### config.mk
export PLATFORM = sky130hd
export DESIGN_NAME = byte_wide_host_access_port
export DESIGN_NICKNAME = d
export VERILOG_FILES = /design/src/bwhp_pkg.sv /design/src/bwhp_sync_if.sv /design/src/byte_wide_host_access_port.sv /design/src/bwhp_pin_sync.sv
export SDC_FILE = /design/constraint.sdc
export NUM_CORES = 1
export LEC_CHECK = 0
export BUFFER_PORTS_ARGS = -buffer_cell sky130_fd_sc_hd__buf_2
export CAP_MARGIN = 20
export CELL_PAD_IN_SITES_DETAIL_PLACEMENT = 0
export CELL_PAD_IN_SITES_GLOBAL_PLACEMENT = 1
export CORE_MARGIN = 1.5
export CORE_UTILIZATION = 38
export CTS_BUF_LIST = sky130_fd_sc_hd__clkbuf_4 sky130_fd_sc_hd__clkbuf_8 sky130_fd_sc_hd__clkbuf_16
export DETAILED_ROUTE_END_ITERATION = 10
export PLACE_DENSITY_LB_ADDON = 0.1
export SLEW_MARGIN = 20
export SYNTH_ARGS = -nofsm -noshare
export SYNTH_HDL_FRONTEND = slang
export SYNTH_SLANG_ARGS = --single-unit
export TNS_END_PERCENT = 1
### constraint.sdc
create_clock -name clock -period 2.7 [get_ports clock]
set_clock_uncertainty 0.2 [all_clocks]
set_input_delay 0.27 -clock clock [delete_from_list [all_inputs] [get_ports clock]]
set_output_delay 0.27 -clock clock [all_outputs]
set_load 0.05 [all_outputs]
### src/bwhp_pkg.sv
// Package with constants and types for the byte-wide host access port
package bwhp_pkg;
	localparam int DATA_W = 8;
	localparam int SEL_W = 2;
	localparam int ADDR_W = 16;
	localparam logic [7:0] DATA_RST = 8'h00;
	localparam logic [15:0] ADDR_RST = 16'h0000;
	// Synchroniser idle levels, all pins pulled up
	localparam logic [12:0] SYNC_RST = 13'h1fff;
	// Host register selects used in direct mode; the two data selects are forced in DMA mode
	localparam logic [1:0] SEL_INT_STATUS = 2'h0;
	localparam logic [1:0] SEL_ADDR = 2'h1;
	localparam logic [1:0] SEL_DATA_INC = 2'h2;
	localparam logic [1:0] SEL_DATA_PLAIN = 2'h3;
	localparam int READ_LAT_CYC = 1;
	localparam int ACK_HIGH_CYC = 1;
	typedef enum logic [4:0] {
		ST_IDLE = 5'b00001,
		ST_READ = 5'b00010,
		ST_WRITE = 5'b00100,
		ST_ACK = 5'b01000,
		ST_RELEASE = 5'b10000
	} bwhp_state_type;
endpackage : bwhp_pkg

### src/bwhp_sync_if.sv
// Interface carrying synchronised host pin levels
`timescale 1ns/1ns
`default_nettype none
interface bwhp_sync_if;
	logic [1:0] regSelect;
	logic portSelectN;
	logic dmaModeN;
	logic readNotWrite;
	logic [7:0] hostByte;
	modport src (output regSelect, portSelectN, dmaModeN, readNotWrite, hostByte);
	modport dst (input regSelect, portSelectN, dmaModeN, readNotWrite, hostByte);
endinterface : bwhp_sync_if
`default_nettype wire

### src/byte_wide_host_access_port.sv
// Byte-wide direct I/O host port with ready handshake and DMA mode
//
// Function
// In direct mode the two select inputs choose the host register.
// An access is valid only while the active-low port select is low.
// In DMA mode selects are ignored; indirect address routes to a data register.
// DMA mode with auto-increment set uses incrementing data register, address increments.
// DMA mode with auto-increment clear uses plain data register, address unchanged.
// Eight-bit bidirectional data bus; device drives reads, host drives writes.
// Interrupt output driven; causing event held in readable interrupt status register.
// On reads ready goes low once read data is valid on the bus.
// On writes ready goes low after port select returns high, data captured.
// Ready driven high one clock before release to high impedance.
// Host holds read-not-write high for reads, low for writes.
// Receive-ready high when management receive buffers are empty.
// Transmit-ready is one if any end, start or transmit-control bit set.
// All logic runs from the single master clock.
// Reset is synchronous; state is set on a clock edge.
// Data bus and ready are high impedance outside an access.
`timescale 1ns/1ns
`default_nettype none
module byte_wide_host_access_port
	import bwhp_pkg::*;
#(
	parameter int FRAME_BUFS = 4,
	parameter int TXCTL_W = 8,
	parameter int EVENT_W = 8
) (
	input wire logic clock,
	input wire logic rst,
	input wire logic reg_select_hi,
	input wire logic reg_select_lo,
	input wire logic port_select_n,
	input wire logic dma_mode_n,
	input wire logic read_not_write,
	input wire logic [7:0] hostByteIn,
	output logic [7:0] hostByteOut,
	output logic hostByteOe,
	output logic host_irq,
	output logic host_ready_n,
	output logic hostReadyOe,
	output logic mgmt_rx_ready,
	output logic mgmt_tx_ready,
	input wire logic auto_increment_en,
	input wire logic [EVENT_W-1:0] irqEvents,
	input wire logic [FRAME_BUFS-1:0] rxBufEmpty,
	input wire logic [FRAME_BUFS-1:0] eofBits,
	input wire logic [FRAME_BUFS-1:0] sofBits,
	input wire logic [TXCTL_W-1:0] mgmt_tx_control_bits,
	input wire logic [7:0] dataRegRdIn,
	output logic [15:0] indirect_address_reg,
	output logic [7:0] dataWrByte,
	output logic dataWrPulse,
	output logic dataRdPulse,
	output logic dataIncSel
);
	bwhp_sync_if syncBus ();
	bwhp_state_type state_r, state_nxt;
	logic [7:0] rdData_r;
	logic [7:0] intStatus_r;
	logic [7:0] intStatus_nxt;
	logic [15:0] addr_r;
	logic [15:0] addr_nxt;
	logic [1:0] accSel_r;
	logic [7:0] wrData_r;
	logic dataWr_r;
	logic dataWr_nxt;
	logic dataRd_r;
	logic dataRd_nxt;
	logic incSel_r;
	logic isRead_r;
	logic [1:0] effSel;
	logic selValid;
	logic takeAccess;
	logic writeEnd;
	logic addrLoad;
	logic addrInc;
	logic accessDone;
	logic [7:0] rdMux;
	logic [7:0] evByte;
	logic intClr;
	logic isDataSel;


	bwhp_pin_sync uSync (
		.clock(clock),
		.rst(rst),
		.regSelPin({reg_select_hi, reg_select_lo}),
		.portSelectNPin(port_select_n),
		.dmaModeNPin(dma_mode_n),
		.readNotWritePin(read_not_write),
		.hostBytePin(hostByteIn),
		.syncOut(syncBus)
	);

	assign selValid = !syncBus.portSelectN;
	assign takeAccess = (state_r == ST_IDLE) && selValid;
	assign writeEnd = (state_r == ST_WRITE) && !selValid;

	assign effSel = syncBus.dmaModeN ? syncBus.regSelect : (auto_increment_en ? SEL_DATA_INC : SEL_DATA_PLAIN);
	assign isDataSel = (accSel_r == SEL_DATA_INC) || (accSel_r == SEL_DATA_PLAIN);
	assign accessDone = (state_r == ST_ACK) && syncBus.portSelectN;
	assign addrInc = accessDone && incSel_r;
	assign addrLoad = writeEnd && (accSel_r == SEL_ADDR);
	assign addr_nxt = addrInc ? addr_r + 16'h0001 : {addr_r[15:8], wrData_r};
	assign rdMux = (accSel_r == SEL_INT_STATUS) ? intStatus_r :
		(accSel_r == SEL_ADDR) ? addr_r[7:0] : dataRegRdIn;
	// Status bits above the event width stay clear
	for (genvar b = 0; b < 8; b++) begin : gEvBit
		if (b < EVENT_W) begin : gUsed
			assign evByte[b] = irqEvents[b];
		end else begin : gSpare
			assign evByte[b] = 1'b0;
		end
	end
	assign intClr = (state_r == ST_READ) && (accSel_r == SEL_INT_STATUS);
	assign intStatus_nxt = (intClr ? DATA_RST : intStatus_r) | evByte;
	assign dataWr_nxt = writeEnd && isDataSel;
	assign dataRd_nxt = (state_r == ST_READ) && isDataSel;

	always_comb begin
		state_nxt = state_r;
		unique case (state_r)
			ST_IDLE: begin
				if (selValid) begin
					state_nxt = syncBus.readNotWrite ? ST_READ : ST_WRITE;
				end
			end
			ST_READ: state_nxt = ST_ACK;
			ST_WRITE: begin
				if (!selValid) begin
					state_nxt = ST_ACK;
				end
			end
			ST_ACK: begin
				if (syncBus.portSelectN) begin
					state_nxt = ST_RELEASE;
				end
			end
			ST_RELEASE: state_nxt = ST_IDLE;
		endcase
	end


	always_ff @(posedge clock) begin
		if (rst) begin
			state_r <= ST_IDLE;
		end else begin
			state_r <= state_nxt;
		end
	end

	// Access latches taken at the start of each access
	always_ff @(posedge clock) begin
		if (rst) begin
			accSel_r <= SEL_INT_STATUS;
			incSel_r <= 1'b0;
			isRead_r <= 1'b1;
		end else if (takeAccess) begin
			accSel_r <= effSel;
			incSel_r <= !syncBus.dmaModeN && auto_increment_en;
			isRead_r <= syncBus.readNotWrite;
		end
	end

	always_ff @(posedge clock) begin
		if (rst) begin
			rdData_r <= DATA_RST;
		end else if (state_r == ST_READ) begin
			rdData_r <= rdMux;
		end
	end

	always_ff @(posedge clock) begin
		if (rst) begin
			wrData_r <= DATA_RST;
		end else if (state_r == ST_WRITE && selValid) begin
			wrData_r <= syncBus.hostByte;
		end
	end

	// set wins over read clear
	always_ff @(posedge clock) begin
		if (rst) begin
			intStatus_r <= DATA_RST;
		end else begin
			intStatus_r <= intStatus_nxt;
		end
	end


	always_ff @(posedge clock) begin
		if (rst) begin
			addr_r <= ADDR_RST;
		end else if (addrInc || addrLoad) begin
			addr_r <= addr_nxt;
		end
	end

	always_ff @(posedge clock) begin
		if (rst) begin
			dataWr_r <= 1'b0;
			dataRd_r <= 1'b0;
		end else begin
			dataWr_r <= dataWr_nxt;
			dataRd_r <= dataRd_nxt;
		end
	end

	assign hostByteOut = rdData_r;
	assign hostByteOe = (state_r == ST_ACK) && isRead_r;
	assign host_ready_n = (state_r != ST_ACK);
	assign hostReadyOe = (state_r == ST_ACK) || (state_r == ST_RELEASE);
	assign host_irq = |intStatus_r;
	assign mgmt_rx_ready = &rxBufEmpty;
	assign mgmt_tx_ready = (|eofBits) || (|sofBits) || (|mgmt_tx_control_bits);
	assign indirect_address_reg = addr_r;
	assign dataWrByte = wrData_r;
	assign dataWrPulse = dataWr_r;
	assign dataRdPulse = dataRd_r;
	assign dataIncSel = incSel_r;
endmodule : byte_wide_host_access_port
`default_nettype wire

### src/bwhp_pin_sync.sv
// Two-flop synchroniser for all host input pins
`timescale 1ns/1ns
`default_nettype none
module bwhp_pin_sync
	import bwhp_pkg::*;
(
	input wire logic clock,
	input wire logic rst,
	input wire logic [1:0] regSelPin,
	input wire logic portSelectNPin,
	input wire logic dmaModeNPin,
	input wire logic readNotWritePin,
	input wire logic [7:0] hostBytePin,
	bwhp_sync_if.src syncOut
);
	localparam int W = 13;
	logic [W-1:0] stage1_r;
	logic [W-1:0] stage2_r;
	logic [W-1:0] pinVec;
	assign pinVec = {regSelPin, portSelectNPin, dmaModeNPin, readNotWritePin, hostBytePin};
	// Idle levels match the pullups
	always_ff @(posedge clock) begin
		if (rst) begin
			stage1_r <= SYNC_RST;
			stage2_r <= SYNC_RST;
		end else begin
			stage1_r <= pinVec;
			stage2_r <= stage1_r;
		end
	end
	assign syncOut.regSelect = stage2_r[12:11];
	assign syncOut.portSelectN = stage2_r[10];
	assign syncOut.dmaModeN = stage2_r[9];
	assign syncOut.readNotWrite = stage2_r[8];
	assign syncOut.hostByte = stage2_r[7:0];
endmodule : bwhp_pin_sync
`default_nettype wire

Word level (Yosys, flattened, before mapping)
Cells that the tools add are included.
Cells by class
  add/sub/neg operators: 1
  eq/ne operators: 12
  multiplexer cells: 11
  bitwise gates (word level): 1
  reductions and logical operators: 26
Operator list (count)
  $mux 8: 4
  $pmux 5 s5: 1
  $add 16x1->16 const B: 1
  $reduce_or 8->1: 2
  $mux 5: 3
  $logic_and 1x1->1: 11
  $or 8x8->8: 1
  $reduce_or 4->1: 2
  $eq 5x1->1 const B: 1
  $eq 5x2->1 const B: 1
  $eq 5x3->1 const B: 1
  $eq 5x4->1 const B: 1
  $eq 5x5->1 const B: 1
  $logic_or 1x1->1: 5
  $ne 5x4->1 const B: 1
  $eq 2x2->1 const B: 2
  $ne 2x1->1 const B: 2
  $reduce_and 4->1: 1
  $mux 3: 1
  $reduce_and 3->1: 1
  $eq 2x1->1 const B: 1
  $logic_not 1->1: 2
  $logic_not 2->1: 1
  $mux 2: 1
  3 further kinds: 3
Word-level totals
  bits in registers: 77
  output and inout port bits: 41
  word-level logic and storage cells: 64

Longest topological paths before layout
  depth in word-level cells: 5
  mapped depth: 6
  gate-level depth less buffers: 5

Modules after synthesis
A second synthesis with hierarchy kept.
Second synthesis, totals
  cells, all modules: 348
  area total of the unflattened synthesis: 3121.7 um2
By module, submodules not included
  byte_wide_host_access_port: instances 1, cells each 294, area each 2416.1 um2, sequential area each 1021.0 um2
  bwhp_pin_sync: instances 1, cells each 54, area each 705.7 um2, sequential area each 520.5 um2

Worst setup path after synthesis
Ideal clock, no wire load.
  path kind: reg-to-output
  start: register state_r[3]
  end: output port hostReadyOe
  arrival time: 2131 ps
  data required time: 2230 ps
  path slack: 99 ps
  stages on the path, launching flop included: 4
  path buffers: 1
  cell sequence: dfxtp_1 > clkbuf_1 > xnor2_1 > nor4_1
Between the ends
  word-level cells in the longest chain between the ends: 2
RTL lines
  start, declared: RTL line byte_wide_host_access_port.sv:58  | bwhp_state_type state_r, state_nxt;
  start signal, assigned: RTL line byte_wide_host_access_port.sv:149  | state_r <= state_nxt;
  $eq 5x4->1 or $eq 5x5->1 (tied branches): RTL line byte_wide_host_access_port.sv:213  | assign hostReadyOe = (state_r == ST_ACK) || (state_r == ST_RELEASE);
  $logic_or 1x1->1 (*): RTL line byte_wide_host_access_port.sv:213
  end, declared: RTL line byte_wide_host_access_port.sv:41  | output logic hostReadyOe,
Every way passes the cells marked *; elsewhere a longest branch is shown, timed or not.

Worst setup path in the final report
  start: register addr_r[1] (netlist: indirect_address_reg[1])
  end: register addr_r[14] (netlist: indirect_address_reg[14])
Between the ends
  word-level cells in the longest chain between the ends: 1
RTL lines
  start, declared: RTL line byte_wide_host_access_port.sv:62  | logic [15:0] addr_r;
  start signal, assigned: RTL line byte_wide_host_access_port.sv:196  | addr_r <= addr_nxt;
  $add 16x1->16: RTL line byte_wide_host_access_port.sv:105  | assign addr_nxt = addrInc ? addr_r + 16'h0001 : {addr_r[15:8], wrData_r};
No other way between the ends.
A chain may end at the register's enable or synchronous reset.

==> run_results.csv <==
group,metric,value,unit
outcome,status,"completed",
timing,min_period,2140,ps
synth,yosys_warnings,0,
layout,area_growth,30.6,%
power_and_ir_drop,pwr_density_cell,570,nW/um^2
placement,gp_congestion,0.754,
global_routing,grt_pass1_wl,12200,microns
timing,setup_viol,0,
layout,n_antenna_cell,0,
clock_tree,cts_tree,"done",
route,drtIter0Drc,111,
power_and_ir_drop,combinationalPowerShare,0.099,
timing,fmax,0.467,GHz
power_and_ir_drop,pwr-share-clk,0.375,
global_routing,antenna_found_initial,0,
timing,slew_headroom,0.590,
synth,synth_most_common_cell,"dfxtp_1",
route,firstDrtPassIters,4,
clock_tree,root_buffer,"clkbuf_8",
synth,synth-edff-count,0,
die,io_pins,93,
critical_path,critical_path_class,"reg -> reg",
clock_tree,htreeDepth,3,
timing,period_share,0.793,
timing,fin_setup_tns,0,ps
clock_tree,numCtsBuffers,9,
route,drc_errors,0,
run,cap_violations,0,
power_and_ir_drop,power.leakage,0.00172,uW
die,die_width,93.3,microns
critical_path,cp-end-kind,"flip-flop",
global_routing,grt_usage,0.182,
synth,ys.flop_type,"dfxtp_1",
route,ant_nets,0,
route,drt-total-wl,7510,microns
layout,finalNetCount,493,
synth,yosys-top-cells-area,"dfxtp_1 50%, mux2i_1 8.1%, or2_2 5.4%",
synth,ys_top_cells_by_count,"77 x dfxtp_1, 30 x nor2_1, 27 x or2_2, 25 x mux2i_1, 22 x a21oi_1",
layout,largest_reg_flops,16,
synth,synth.distinct_cells,43,
clock_tree,ctsResizeCount,0,
layout,n_fill_cell,756,
layout,fin_util,0.519,
critical_path,cpPeakStageDelay,500,ps
route,routed-via-count,2704,
route,viasPerCell,4.95,
layout,final_layout_size_suffix_gt1_frac,0.324,
synth,ys_ff_latch,77,
synth,avgSynthCellArea,9.34,sq um
critical_path,worst-endpoint-required,2790,ps
power_and_ir_drop,p_sw_frac,0.254,
clock_tree,clock-sinks,77,
critical_path,cp_max_fo,8,
timing,slew_viol_final,0,
die,core_area,7810,sq um
synth,netlist_area,3100,sq um
global_routing,grt_overflow,0,
die,dieArea,8710,sq um
placement,dp_hpwl,5140,microns
synth,syn_inst,332,
die,num_rows,32,
die,die_h,93.3,microns
clock_tree,clockBufferDepth,2,
clock_tree,postCtsSetupRepairBufs,0,
synth,synthesis.nets,385,
global_routing,grt_pass1_vias,2550,
timing,hold_viol,0,
synth,ys_seq_area_frac,0.497,
synth,yosys.area.top_type_share,0.497,
route,drt-wirelength-per-cell,13.7,microns
power_and_ir_drop,vdd_drop_max,0.389,mV
placement,io_buffers,92,
power_and_ir_drop,p_seq_frac,0.527,
synth,synth-async-reset-ratio,0,
clock_tree,clkTransAtPathRegs,80,ps
timing,rsz0062_at_grt,"no",
power_and_ir_drop,internal-power,1720,uW
clock_tree,clkLatencyLatePin,350,ps
die,start_util,0.397,
synth,yosys.area.top_type,"dfxtp_1",
global_routing,grt_max_degree,79,
critical_path,start_kind,"flip-flop",
worst_hold_path,min_path_type,"in -> reg",
critical_path,crit_family,"simple AND/OR/NAND/NOR gates",
critical_path,crit_buf_inv,0,
critical_path,crit_path_cell_trace,"ha_1 > and4_1 > nand4_1 > or3_1 > a21oi_1",
critical_path,cp_slowest_cell,"dfxtp_1",
critical_path,crit_arrival,2230,ps
power_and_ir_drop,power_switching,587,uW
timing,tightest_slew,614,ps
-- cells in the final DEF (no fill, tap or decap), types with 4 or more instances in the layout --
master,n
nor2_1,30
or2_2,27
nand2b_1,5
or3_1,10
dlygate4sd3_1,21
nor4_1,10
o21ai_0,13
clkbuf_8,9
inv_1,9
dfxtp_1,77
buf_2,92
and4_1,5
nor3_1,4
nand3_1,10
a21oi_1,22
nand2_1,18
nand4_1,9
mux2i_1,25
-- tightest hold or removal path, cell delays in order --
cell and delay [ps]:
buf_2 80, nand2_1 40, o21ai_0 60, mux2i_1 60, nor2_1 70
-- cells by family after synthesis --
kind of cell,synth area share
AOI/OAI and AO/OA,0.104
xor gates and xnor gates,0.00283
adders and majority gates,0.00403
buffers and inverters,0.0387
DFF,0.497
muxes,0.0807
and+or+nand+nor,0.273
-- metrics by stage --
step                area (sq um)  setup slack [ps]  hold slack (ps)  power, uW  cells
floorplan                   3100              99.2              174       1370    332
global placement            3640               605              191       1440    510
detailed placement          3640               549              193       1450    510
CTS                         4050               535             51.2       2340    546
global route                4050               392             84.5       2420    546
finish                      4050               559             61.0       2310    546
-- worst paths after layout --
kind / start / to / slack, ps / cells past startpoint
worst min register to register: uSync.stage1_r[4]$_SDFF_PP1_ / uSync.stage2_r[4]$_SDFF_PP1_ / 210 / 1
worst max register to register: indirect_address_reg[1]$_SDFFE_PP0P_ / indirect_address_reg[14]$_SDFFE_PP0P_ / 560 / 5
worst min-delay path: dataRegRdIn[4] / hostByteOut[4]$_SDFFE_PP0P_ / 60 / 5
worst max-delay path: indirect_address_reg[1]$_SDFFE_PP0P_ / indirect_address_reg[14]$_SDFFE_PP0P_ / 560 / 5
-- power by group through the flow --
| stage | Sequential (uW) | Clock (uW) | Combinational [uW] |
|---|---|---|---|
| after floorplan | 1230 | 0 | 146 |
| after global placement | 1240 | 0 | 203 |
| after detailed placement | 1240 | 0 | 206 |
| after CTS | 1220 | 899 | 229 |
| after global routing | 1220 | 949 | 253 |
| final | 1220 | 866 | 228 |
-- per-layer routing --
metal | GRT usage | up-vias | share of wire
li1 | - | 1396 | -
met1 | 0.234 | 1233 | 0.48
met2 | 0.281 | 67 | 0.45
met3 | 0.0667 | 8 | 0.050
met4 | 0.0593 | 0 | 0.017
met5 | 0 | - | 0
-- layout make-up --
cell class | instances | area (sq um) | area share
clock inverters | 6 | 71.3 | 0.0176
clock buffers | 9 | 124 | 0.0306
multi-input cells | 227 | 1450 | 0.357
flip-flops and latches | 77 | 1540 | 0.381
inverters | 9 | 33.8 | 0.00834
repair buffers | 116 | 706 | 0.174
well taps | 102 | 128 | 0.0315
-- what timing repair did --
item / 4_1_cts / 5_1_grt
setup endpoints to repair: 0 / 0
endpoints found under the hold margin: 21 / 0
hold buffers: 21 / 0
No activity file was read; power rests on OpenSTA's default activity.
